File: src/design/tcm_pkg.sv
// Package for the track completeness monitor: constants and state types.
// Assumes a single 20 MHz clock domain; no registers on a bus.
package tcm_pkg;
	// Clock rate
	localparam int CLK_HZ = 20000000;
	// Widths
	localparam int CNT_W = 16;
	localparam int Z_W = 16;
	localparam int OBJ_W = 8;
	localparam int ERR_W = 4;
	// Histogram
	localparam int HBIN_W = 5;
	localparam int HBINS = 32;
	localparam int HBIN_SHIFT = 5;
	// Sensitivity levels: switch-on and switch-off hit counts
	localparam logic [1:0] SENS_SMALL = 2'h0;
	localparam logic [1:0] SENS_MEDIUM = 2'h1;
	localparam logic [1:0] SENS_LARGE = 2'h2;
	localparam logic [CNT_W-1:0] HITS_ON_SMALL = 16'h000A;
	localparam logic [CNT_W-1:0] HITS_OFF_SMALL = 16'h0006;
	localparam logic [CNT_W-1:0] HITS_ON_MEDIUM = 16'h0014;
	localparam logic [CNT_W-1:0] HITS_OFF_MEDIUM = 16'h000C;
	localparam logic [CNT_W-1:0] HITS_ON_LARGE = 16'h0028;
	localparam logic [CNT_W-1:0] HITS_OFF_LARGE = 16'h0018;
	// Lateral window limits in mm (signed)
	localparam logic signed [Z_W-1:0] X_MIN_MM = -16'sh012C;
	localparam logic signed [Z_W-1:0] X_MAX_MM = 16'sh012C;
	// Threshold factors in tenths of a track width
	localparam logic [3:0] FRAC_NEAR = 4'h4;
	localparam logic [3:0] FRAC_FAR = 4'h6;
	localparam logic [3:0] FRAC_DEN = 4'hA;
	// Teach outcome codes
	localparam logic [ERR_W-1:0] ERR_OK = 4'h0;
	localparam logic [ERR_W-1:0] ERR_FEW_HITS = 4'h1;
	localparam logic [ERR_W-1:0] ERR_NO_OBJECTS = 4'h2;
	localparam logic [ERR_W-1:0] ERR_NO_TOP = 4'h3;
	// Active output pattern: only the first two windows/outputs are used
	localparam logic [15:0] AW_USED = 16'h0003;
	typedef enum logic [2:0] {
		TCM_IDLE = 3'b000,
		TCM_CLEAR = 3'b001,
		TCM_COLLECT = 3'b010,
		TCM_SCAN = 3'b011,
		TCM_DIVIDE = 3'b100,
		TCM_DONE = 3'b101
	} tcm_state_e;
endpackage : tcm_pkg

File: src/design/tcm_monitor.sv
// Track completeness monitor: teach run and hysteresis evaluation of hit counts.
// Assumes one profile per FRAME_VALID pulse with its live hit count; points
// arrive as POINT_VALID with a depth in mm during a teach run.
// How it works
// - Completeness output high when objects complete
// - Overcount output high when too many objects
// - Histogram of depths gives top; sensitivity sets minimum
// - Window depth is top plus/minus offset
// - Lateral limits fixed at -300 and +300 mm
// - Network teach returns error number in response
// - Track width is teach hits over count
// - Complete on above taught minus 0.4 width
// - Complete off below taught minus 0.6 width
// - Overcount on above taught plus 0.6 width
// - Overcount off below taught plus 0.4 width
// - Only first two windows; others inactive
// - Sensitivity picks 10/6, 20/12, 40/24; medium default
`timescale 1ns/1ps
module tcm_monitor
	import tcm_pkg::*;
#(
	parameter int HIST_W = 16
) (
	input wire logic CLOCK,
	input wire logic RSTN,
	input wire logic TEACH_START,
	input wire logic TEACH_FROM_NET,
	input wire logic [tcm_pkg::OBJ_W-1:0] EXPECTED_OBJECT_COUNT,
	input wire logic [1:0] SENSITIVITY,
	input wire logic [tcm_pkg::Z_W-1:0] OFFSET_MM,
	input wire logic POINT_VALID,
	input wire logic [tcm_pkg::Z_W-1:0] POINT_Z_MM,
	input wire logic FRAME_VALID,
	input wire logic [tcm_pkg::CNT_W-1:0] LIVE_HIT_COUNT,
	output logic COMPLETENESS_OUTPUT,
	output logic OVERCOUNT_OUTPUT,
	output logic [15:0] ANALYSIS_WINDOW_ACTIVE,
	output logic [15:0] SWITCH_OUTPUT_ACTIVE,
	output logic DETECT_MODE,
	output logic TEACH_BUSY,
	output logic TEACH_DONE,
	output logic [tcm_pkg::ERR_W-1:0] TEACH_ERROR,
	output logic NET_RESPONSE_VALID,
	output logic [tcm_pkg::ERR_W-1:0] NET_RESPONSE_ERROR,
	output logic [tcm_pkg::Z_W-1:0] AW_Z_MAX_MM,
	output logic [tcm_pkg::Z_W-1:0] AW_Z_MIN_MM,
	output logic signed [tcm_pkg::Z_W-1:0] AW_X_MIN_MM,
	output logic signed [tcm_pkg::Z_W-1:0] AW_X_MAX_MM,
	output logic [tcm_pkg::CNT_W-1:0] TAUGHT_HITS,
	output logic [tcm_pkg::CNT_W-1:0] TRACK_WIDTH
);
	import tcm_pkg::*;

	////////////////////////////////////////////////////////////////////////
	// Helpers

	// Fraction of a track width in tenths, floor
	function automatic logic [CNT_W-1:0] frac_of(input logic [CNT_W-1:0] w,
			input logic [3:0] tenths);
		logic [CNT_W+3:0] p;
		p = w * tenths;
		return CNT_W'(p / FRAC_DEN);
	endfunction : frac_of

	// Minimum accepted teach hit count per sensitivity
	function automatic logic [CNT_W-1:0] sens_on(input logic [1:0] s);
		case (s)
			SENS_SMALL: return HITS_ON_SMALL;
			SENS_LARGE: return HITS_ON_LARGE;
			default: return HITS_ON_MEDIUM;
		endcase
	endfunction : sens_on

	////////////////////////////////////////////////////////////////////////
	// Teach sequencer state

	tcm_state_e state_q;
	logic [HIST_W-1:0] hist_q [HBINS];
	logic [HBIN_W-1:0] bin_idx_q;
	logic [HBIN_W-1:0] best_bin_q;
	logic [HIST_W-1:0] best_cnt_q;
	logic [CNT_W-1:0] hit_cnt_q;
	logic [CNT_W-1:0] taught_q;
	logic [CNT_W-1:0] width_q;
	logic [CNT_W-1:0] rem_q;
	logic [CNT_W-1:0] quo_q;
	logic [OBJ_W-1:0] objs_q;
	logic [1:0] sens_q;
	logic net_q;
	logic [ERR_W-1:0] err_q;
	logic [Z_W-1:0] top_q;
	logic [HBIN_W-1:0] pt_bin;
	logic [CNT_W-1:0] thr_c_on, thr_c_off, thr_o_on, thr_o_off;

	assign pt_bin = HBIN_W'(POINT_Z_MM >> HBIN_SHIFT);

	// Main teach sequence: clear, collect one profile, scan, divide
	always_ff @(posedge CLOCK or negedge RSTN) begin
		if (!RSTN) begin
			state_q <= TCM_IDLE;
			bin_idx_q <= '0;
			best_bin_q <= '0;
			best_cnt_q <= '0;
			hit_cnt_q <= '0;
			rem_q <= '0;
			quo_q <= '0;
			objs_q <= '0;
			sens_q <= SENS_MEDIUM;
			net_q <= 1'b0;
		end else begin
			case (state_q)
				TCM_IDLE: begin
					if (TEACH_START) begin
						objs_q <= EXPECTED_OBJECT_COUNT;
						sens_q <= SENSITIVITY;
						net_q <= TEACH_FROM_NET;
						bin_idx_q <= '0;
						state_q <= TCM_CLEAR;
					end
				end
				TCM_CLEAR: begin
					bin_idx_q <= bin_idx_q + 1'b1;
					if (bin_idx_q == HBIN_W'(HBINS - 1)) begin
						hit_cnt_q <= '0;
						state_q <= TCM_COLLECT;
					end
				end
				TCM_COLLECT: begin
					if (POINT_VALID) begin
						hit_cnt_q <= hit_cnt_q + 1'b1;
					end
					if (FRAME_VALID) begin
						bin_idx_q <= '0;
						best_cnt_q <= '0;
						best_bin_q <= '0;
						state_q <= TCM_SCAN;
					end
				end
				TCM_SCAN: begin
					// Dominant bin becomes the object top
					if (hist_q[bin_idx_q] > best_cnt_q) begin
						best_cnt_q <= hist_q[bin_idx_q];
						best_bin_q <= bin_idx_q;
					end
					bin_idx_q <= bin_idx_q + 1'b1;
					if (bin_idx_q == HBIN_W'(HBINS - 1)) begin
						rem_q <= hit_cnt_q;
						quo_q <= '0;
						state_q <= TCM_DIVIDE;
					end
				end
				TCM_DIVIDE: begin
					// Repeated subtraction for hits / objects
					if (objs_q != '0 && rem_q >= CNT_W'(objs_q)) begin
						rem_q <= rem_q - CNT_W'(objs_q);
						quo_q <= quo_q + 1'b1;
					end else begin
						state_q <= TCM_DONE;
					end
				end
				default: state_q <= TCM_IDLE;
			endcase
		end
	end

	// Histogram bins
	always_ff @(posedge CLOCK) begin
		if (state_q == TCM_CLEAR) begin
			hist_q[bin_idx_q] <= '0;
		end else if (state_q == TCM_COLLECT && POINT_VALID) begin
			hist_q[pt_bin] <= hist_q[pt_bin] + 1'b1;
		end
	end

	////////////////////////////////////////////////////////////////////////
	// Teach results and window

	// Outcome check and storing of the taught window
	always_ff @(posedge CLOCK or negedge RSTN) begin
		if (!RSTN) begin
			err_q <= ERR_OK;
			taught_q <= '0;
			width_q <= '0;
			top_q <= '0;
			AW_Z_MAX_MM <= '0;
			AW_Z_MIN_MM <= '0;
			DETECT_MODE <= 1'b0;
			TEACH_DONE <= 1'b0;
			NET_RESPONSE_VALID <= 1'b0;
			NET_RESPONSE_ERROR <= ERR_OK;
		end else begin
			TEACH_DONE <= 1'b0;
			NET_RESPONSE_VALID <= 1'b0;
			if (state_q == TCM_IDLE && TEACH_START) begin
				DETECT_MODE <= 1'b0;
			end
			if (state_q == TCM_DONE) begin
				TEACH_DONE <= 1'b1;
				NET_RESPONSE_VALID <= net_q;
				if (objs_q == '0) begin
					err_q <= ERR_NO_OBJECTS;
					NET_RESPONSE_ERROR <= ERR_NO_OBJECTS;
				end else if (hit_cnt_q < sens_on(sens_q)) begin
					err_q <= ERR_FEW_HITS;
					NET_RESPONSE_ERROR <= ERR_FEW_HITS;
				end else if (best_cnt_q == '0) begin
					err_q <= ERR_NO_TOP;
					NET_RESPONSE_ERROR <= ERR_NO_TOP;
				end else begin
					err_q <= ERR_OK;
					NET_RESPONSE_ERROR <= ERR_OK;
					taught_q <= hit_cnt_q;
					width_q <= quo_q;
					top_q <= Z_W'({best_bin_q, {HBIN_SHIFT{1'b0}}});
					AW_Z_MAX_MM <= Z_W'({best_bin_q, {HBIN_SHIFT{1'b0}}}) + OFFSET_MM;
					AW_Z_MIN_MM <= Z_W'({best_bin_q, {HBIN_SHIFT{1'b0}}}) - OFFSET_MM;
					DETECT_MODE <= 1'b1;
				end
			end
		end
	end

	// Fixed lateral limits and window/output masks
	always_ff @(posedge CLOCK or negedge RSTN) begin
		if (!RSTN) begin
			AW_X_MIN_MM <= X_MIN_MM;
			AW_X_MAX_MM <= X_MAX_MM;
			ANALYSIS_WINDOW_ACTIVE <= '0;
			SWITCH_OUTPUT_ACTIVE <= '0;
		end else begin
			AW_X_MIN_MM <= X_MIN_MM;
			AW_X_MAX_MM <= X_MAX_MM;
			ANALYSIS_WINDOW_ACTIVE <= DETECT_MODE ? AW_USED : '0;
			SWITCH_OUTPUT_ACTIVE <= DETECT_MODE ? AW_USED : '0;
		end
	end

	// Status mirrors
	always_ff @(posedge CLOCK or negedge RSTN) begin
		if (!RSTN) begin
			TEACH_BUSY <= 1'b0;
			TEACH_ERROR <= ERR_OK;
			TAUGHT_HITS <= '0;
			TRACK_WIDTH <= '0;
		end else begin
			TEACH_BUSY <= (state_q != TCM_IDLE);
			TEACH_ERROR <= err_q;
			TAUGHT_HITS <= taught_q;
			TRACK_WIDTH <= width_q;
		end
	end

	////////////////////////////////////////////////////////////////////////
	// Detection with hysteresis

	assign thr_c_on = taught_q - frac_of(width_q, FRAC_NEAR);
	assign thr_c_off = taught_q - frac_of(width_q, FRAC_FAR);
	assign thr_o_on = taught_q + frac_of(width_q, FRAC_FAR);
	assign thr_o_off = taught_q + frac_of(width_q, FRAC_NEAR);

	// Outputs update once per frame in detect mode, otherwise they hold; cleared when not in detect mode
	always_ff @(posedge CLOCK or negedge RSTN) begin
		if (!RSTN) begin
			COMPLETENESS_OUTPUT <= 1'b0;
			OVERCOUNT_OUTPUT <= 1'b0;
		end else if (!DETECT_MODE) begin
			COMPLETENESS_OUTPUT <= 1'b0;
			OVERCOUNT_OUTPUT <= 1'b0;
		end else if (FRAME_VALID) begin
			if (LIVE_HIT_COUNT > thr_c_on) begin
				COMPLETENESS_OUTPUT <= 1'b1;
			end else if (LIVE_HIT_COUNT < thr_c_off) begin
				COMPLETENESS_OUTPUT <= 1'b0;
			end
			if (LIVE_HIT_COUNT > thr_o_on) begin
				OVERCOUNT_OUTPUT <= 1'b1;
			end else if (LIVE_HIT_COUNT < thr_o_off) begin
				OVERCOUNT_OUTPUT <= 1'b0;
			end
		end
	end

	////////////////////////////////////////////////////////////////////////
	// Checks

	complete_on_a: assert property (@(posedge CLOCK) disable iff (!RSTN)
		DETECT_MODE && FRAME_VALID && LIVE_HIT_COUNT > thr_c_on |=> COMPLETENESS_OUTPUT)
		else $error("completeness did not switch on");
	complete_off_a: assert property (@(posedge CLOCK) disable iff (!RSTN)
		DETECT_MODE && FRAME_VALID && LIVE_HIT_COUNT < thr_c_off |=> !COMPLETENESS_OUTPUT)
		else $error("completeness did not switch off");
	over_on_a: assert property (@(posedge CLOCK) disable iff (!RSTN)
		DETECT_MODE && FRAME_VALID && LIVE_HIT_COUNT > thr_o_on |=> OVERCOUNT_OUTPUT)
		else $error("overcount did not switch on");
	over_off_a: assert property (@(posedge CLOCK) disable iff (!RSTN)
		DETECT_MODE && FRAME_VALID && LIVE_HIT_COUNT < thr_o_off |=> !OVERCOUNT_OUTPUT)
		else $error("overcount did not switch off");
	hold_state_a: assert property (@(posedge CLOCK) disable iff (!RSTN)
		DETECT_MODE && !FRAME_VALID && $past(DETECT_MODE)
		|=> $stable(COMPLETENESS_OUTPUT) && $stable(OVERCOUNT_OUTPUT))
		else $error("output changed without a frame");
	window_depth_a: assert property (@(posedge CLOCK) disable iff (!RSTN)
		$rose(DETECT_MODE) |-> AW_Z_MAX_MM - AW_Z_MIN_MM == Z_W'(OFFSET_MM << 1))
		else $error("window depth span wrong");
	lateral_fixed_a: assert property (@(posedge CLOCK) disable iff (!RSTN)
		AW_X_MIN_MM == X_MIN_MM && AW_X_MAX_MM == X_MAX_MM)
		else $error("lateral limits moved");
	mask_two_a: assert property (@(posedge CLOCK) disable iff (!RSTN)
		DETECT_MODE |=> ANALYSIS_WINDOW_ACTIVE == AW_USED)
		else $error("window mask wrong");
	net_resp_a: assert property (@(posedge CLOCK) disable iff (!RSTN)
		state_q == TCM_DONE && net_q |=> NET_RESPONSE_VALID && NET_RESPONSE_ERROR == err_q)
		else $error("network response missing");
	width_div_a: assert property (@(posedge CLOCK) disable iff (!RSTN)
		$rose(DETECT_MODE) |-> taught_q >= width_q * CNT_W'(objs_q)
		&& taught_q - width_q * CNT_W'(objs_q) < CNT_W'(objs_q))
		else $error("track width not a quotient");
	few_hits_a: assert property (@(posedge CLOCK) disable iff (!RSTN)
		state_q == TCM_DONE && objs_q != '0 && hit_cnt_q < sens_on(sens_q)
		|=> !DETECT_MODE && err_q == ERR_FEW_HITS)
		else $error("short teach accepted");

	teach_ok_c: cover property (@(posedge CLOCK) $rose(DETECT_MODE));
	complete_c: cover property (@(posedge CLOCK) $rose(COMPLETENESS_OUTPUT));
	over_c: cover property (@(posedge CLOCK) $rose(OVERCOUNT_OUTPUT));
	net_c: cover property (@(posedge CLOCK) NET_RESPONSE_VALID);
endmodule : tcm_monitor

File: config.mk
export PLATFORM = sky130hd
export DESIGN_NAME = tcm_monitor
export DESIGN_NICKNAME = d
export VERILOG_FILES = /design/src/design/tcm_pkg.sv /design/src/design/tcm_monitor.sv
export SDC_FILE = /design/constraint.sdc
export NUM_CORES = 1
export LEC_CHECK = 0
export BUFFER_PORTS_ARGS = -buffer_cell sky130_fd_sc_hd__buf_2
export CORE_ASPECT_RATIO = 0.75
export CORE_UTILIZATION = 30
export DETAILED_ROUTE_END_ITERATION = 12
export GPL_TIMING_DRIVEN = 0
export SLEW_MARGIN = 15
export SYNTH_ARGS = -nofsm -noshare
export SYNTH_HDL_FRONTEND = slang
export SYNTH_SLANG_ARGS = --single-unit
File: constraint.sdc
create_clock -name CLOCK -period 21.9 [get_ports CLOCK]
set_input_delay 4.38 -clock CLOCK [delete_from_list [all_inputs] [get_ports CLOCK]]
set_output_delay 4.38 -clock CLOCK [all_outputs]
set_load 0.005 [all_outputs]
==> impl_metrics.tcl <==
set metrics [dict create \
    start_util_pct 30.27 \
    yosys.area.top_type_share_pct 31.71 \
    yosys.area.top_type "edfxtp_1" \
    slowest_stage "dfrtp_4" \
    clock_latency_ps 700 \
    worstMarginPinSlew_ps 1280 \
    vias 37380 \
    wl_per_cell_um 22.98 \
    first_global_vias 35360 \
    r2r_end "COMPLETENESS_OUTPUT$_DFFE_PN0P_" \
    die_h_um 350.2 \
    hold_depth 2 \
    ant_nets 0 \
    synth.area.top_cells "edfxtp_1 (32%), mux4_2 (15%), dfrtp_1 (10%), ha_1 (5.4%), xnor2_1 (3.2%)" \
    synth-seq-area-share_pct 41.72 \
    area_growth_pct 14.97 \
    finalCriticalPeriod_ps 20850 \
    netlist_instances 4153 \
    critPathMaxFanout 11 \
    r2r_slack_ps 1050 \
    fin_skew_ps 64.21 \
    cts.root.buffer_cell "clkbuf_16" \
    synthMostInstantiatedCell "edfxtp_1" \
    worstPathRequired_ps 22490 \
    pin_count 206 \
    crit_path_end_kind "flop" \
    coreArea_sq_mm 0.1602 \
    finalCritPeriodShare_pct 95.20 \
    placed_area_sq_mm 0.05259 \
    grt_pass1_wl_um 226600 \
    slew-limit-headroom_pct 14.67 \
    yosysWarnings 0 \
    p_per_area_mw_per_mm2 80.16 \
    grt_usage_pct 18.21 \
    dp_hpwl_um 111200 \
    avgSynthCellArea_sq_um 11.68 \
    min_to "AW_Z_MIN_MM[14]$_DFFE_PN0P_" \
    drv_slew 0 \
    gp_congestion 0.9119 \
    drc 0 \
    die_area_sq_mm 0.1633 \
    max_freq_mhz 47.97 \
    grt_max_degree 96 \
    synth_commonest_cells "edfxtp_1 (512), mux4_2 (320), nand2_1 (309)" \
    vias_per_cell 5.630 \
    ir_worst_vdd_uv 71.66 \
    worst-setup-path-type "flop to flop" \
    drive_gt1_share_pct 23.43 \
    cts_buffer_depth 3 \
    finalHoldViolCount 0 \
    cp-start-kind "flop" \
    cp-startpoint "width_q[0]$_DFFE_PN0P_" \
    status "completed" \
    synth_cell_types 152 \
    final.setup.tns_ps 0 \
    drt-total-wl_um 152600 \
    antenna_found_initial 1 \
    rows 127 \
    cts_tree "done" \
    crit_path_max_incr_delay_ps 580 \
    ys.flop_type "edfxtp_1" \
    fin_ws_ps 1052 \
    holdCritStartpoint "AW_Z_MIN_MM[14]$_DFFE_PN0P_" \
    synth_edf_count 512 \
    p_leak_nw 20.93 \
    cts_made_buffers 79 \
    overflow 0 \
    hp-class "flop to flop" \
    syn_area_sq_mm 0.04849 \
    ff2ff_path_depth 88 \
    finalInstanceArea_sq_mm 0.05575 \
    drt_iter0_drc 4481 \
    fill_cells 15740 \
    dr.pass1.iters 7 \
    htree_levels 3 \
    final_net_count 4726 \
    dieWidth_um 466.2 \
    cp_common_cell "nor2_1" \
    reg2reg_from "width_q[0]$_DFFE_PN0P_" \
    dp_slack_ps -382.5 \
    final_util_pct 34.81 \
    finalSetupViolations 0 \
    port_buffers 122 \
    antenna_cells 0 \
    cts.sinks 706 \
    synthArstFlopShare_pct 27.48 \
    maxCapViolCount 0 \
    synth-seq-cells 706 \
    clkSlewWorstSetupHoldPaths_ps 60 \
    critPathArrivalTime_ps 21440 \
]
[layout by cell type (no fill, tap or decap), types with 47 or more instances in the layout]
master     count
conb_1        64
o21ai_0      197
xnor2_1      168
mux4_2       320
nand4_1       48
inv_1        136
dfrtp_1      190
clkbuf_16     80
mux2_2        65
nand2_1      307
edfxtp_1     512
clkbuf_1     125
nor2_1       247
nand3_1       91
o211ai_1      47
xor2_1        91
ha_1         209
buf_2        146
buf_4        101
nor3_1        60
a21oi_1      201
[routing by layer]
| layer | share of wire (%) | global-route usage, % |
|---|---|---|
| met4 | 3.0 | 5.819 |
| met5 | 0 | 0 |
| met1 | 45 | 27.12 |
| met3 | 10 | 4.587 |
| met2 | 41 | 25.43 |
[cell families after synthesis]
family	share of synthesized area, %
simple gates	12.40
compound gates	13.72
flops	41.72
mux	17.23
buf+inv	4.188
xor+xnor	4.975
fa+ha+maj	5.749
other cells	0.01549
[where the power goes]
part	total (mW)	switching (mW)	internal, mW
logic	1.48	0.886	0.594
registers	1.64	0.0693	1.57
clock network	1.35	0.591	0.763
total	4.47	1.55	2.92
[area by class of cell]
class                      instances  area (sq um)  share of cell area [%]
buffer                           269          1491                   2.675
clock buffer                     111          2248                   4.033
clock inverter                    36         406.6                  0.7294
inverter                         148         579.3                   1.039
multi-input combinational       3092         27150                   48.70
sequential                       706         20240                   36.30
tap                             2128          2663                   4.776
timing repair buffer             149         973.4                   1.746
[worst max-delay path: cells and delay by family, from the launching register on]
kind	cells	cell delay (ps)
and+or+nand+nor	32	6230
DFF	1	580
xor gates and xnor gates	3	740
buffers and inverters	12	2490
adders and majority gates	3	920
muxes	2	600
AOI/OAI and AO/OA	36	9170
[state kept, by name, summed over array words and instances (netlist names), 2 cells and up]
signal	flops
AW_Z_MAX_MM	16
AW_Z_MIN_MM	15
TAUGHT_HITS	16
TEACH_ERROR	2
TRACK_WIDTH	16
best_bin_q	5
best_cnt_q	16
bin_idx_q	5
err_q	2
hist_q	512
hit_cnt_q	16
objs_q	8
quo_q	16
rem_q	16
sens_q	2
state_q	3
taught_q	16
width_q	16
[what timing repair did]
item	4_1_cts	5_1_grt
hold buffers	0	0
gates resized for setup	10	69
endpoints found under the hold margin	0	0
endpoints found under the setup margin	2	2
buffers inserted	0	12
pin swaps	0	6
[worst max path at each step]
stage                                                 end
after CTS                    OVERCOUNT_OUTPUT$_DFFE_PN0P_
after floorplan              OVERCOUNT_OUTPUT$_DFFE_PN0P_
after global routing         OVERCOUNT_OUTPUT$_DFFE_PN0P_
after detailed placement     OVERCOUNT_OUTPUT$_DFFE_PN0P_
final                     COMPLETENESS_OUTPUT$_DFFE_PN0P_
after global placement       OVERCOUNT_OUTPUT$_DFFE_PN0P_
[stage by stage]
stage,hold slack [ps],power (mW),std cells
final,473.8,4.469,6639
after global routing,483.9,4.631,6639
after CTS,479.4,4.458,6627
after detailed placement,465.5,3.106,6480
after global placement,456.4,3.047,6465
after floorplan,395.8,2.547,4215
Power figures use the tool's default switching activity.
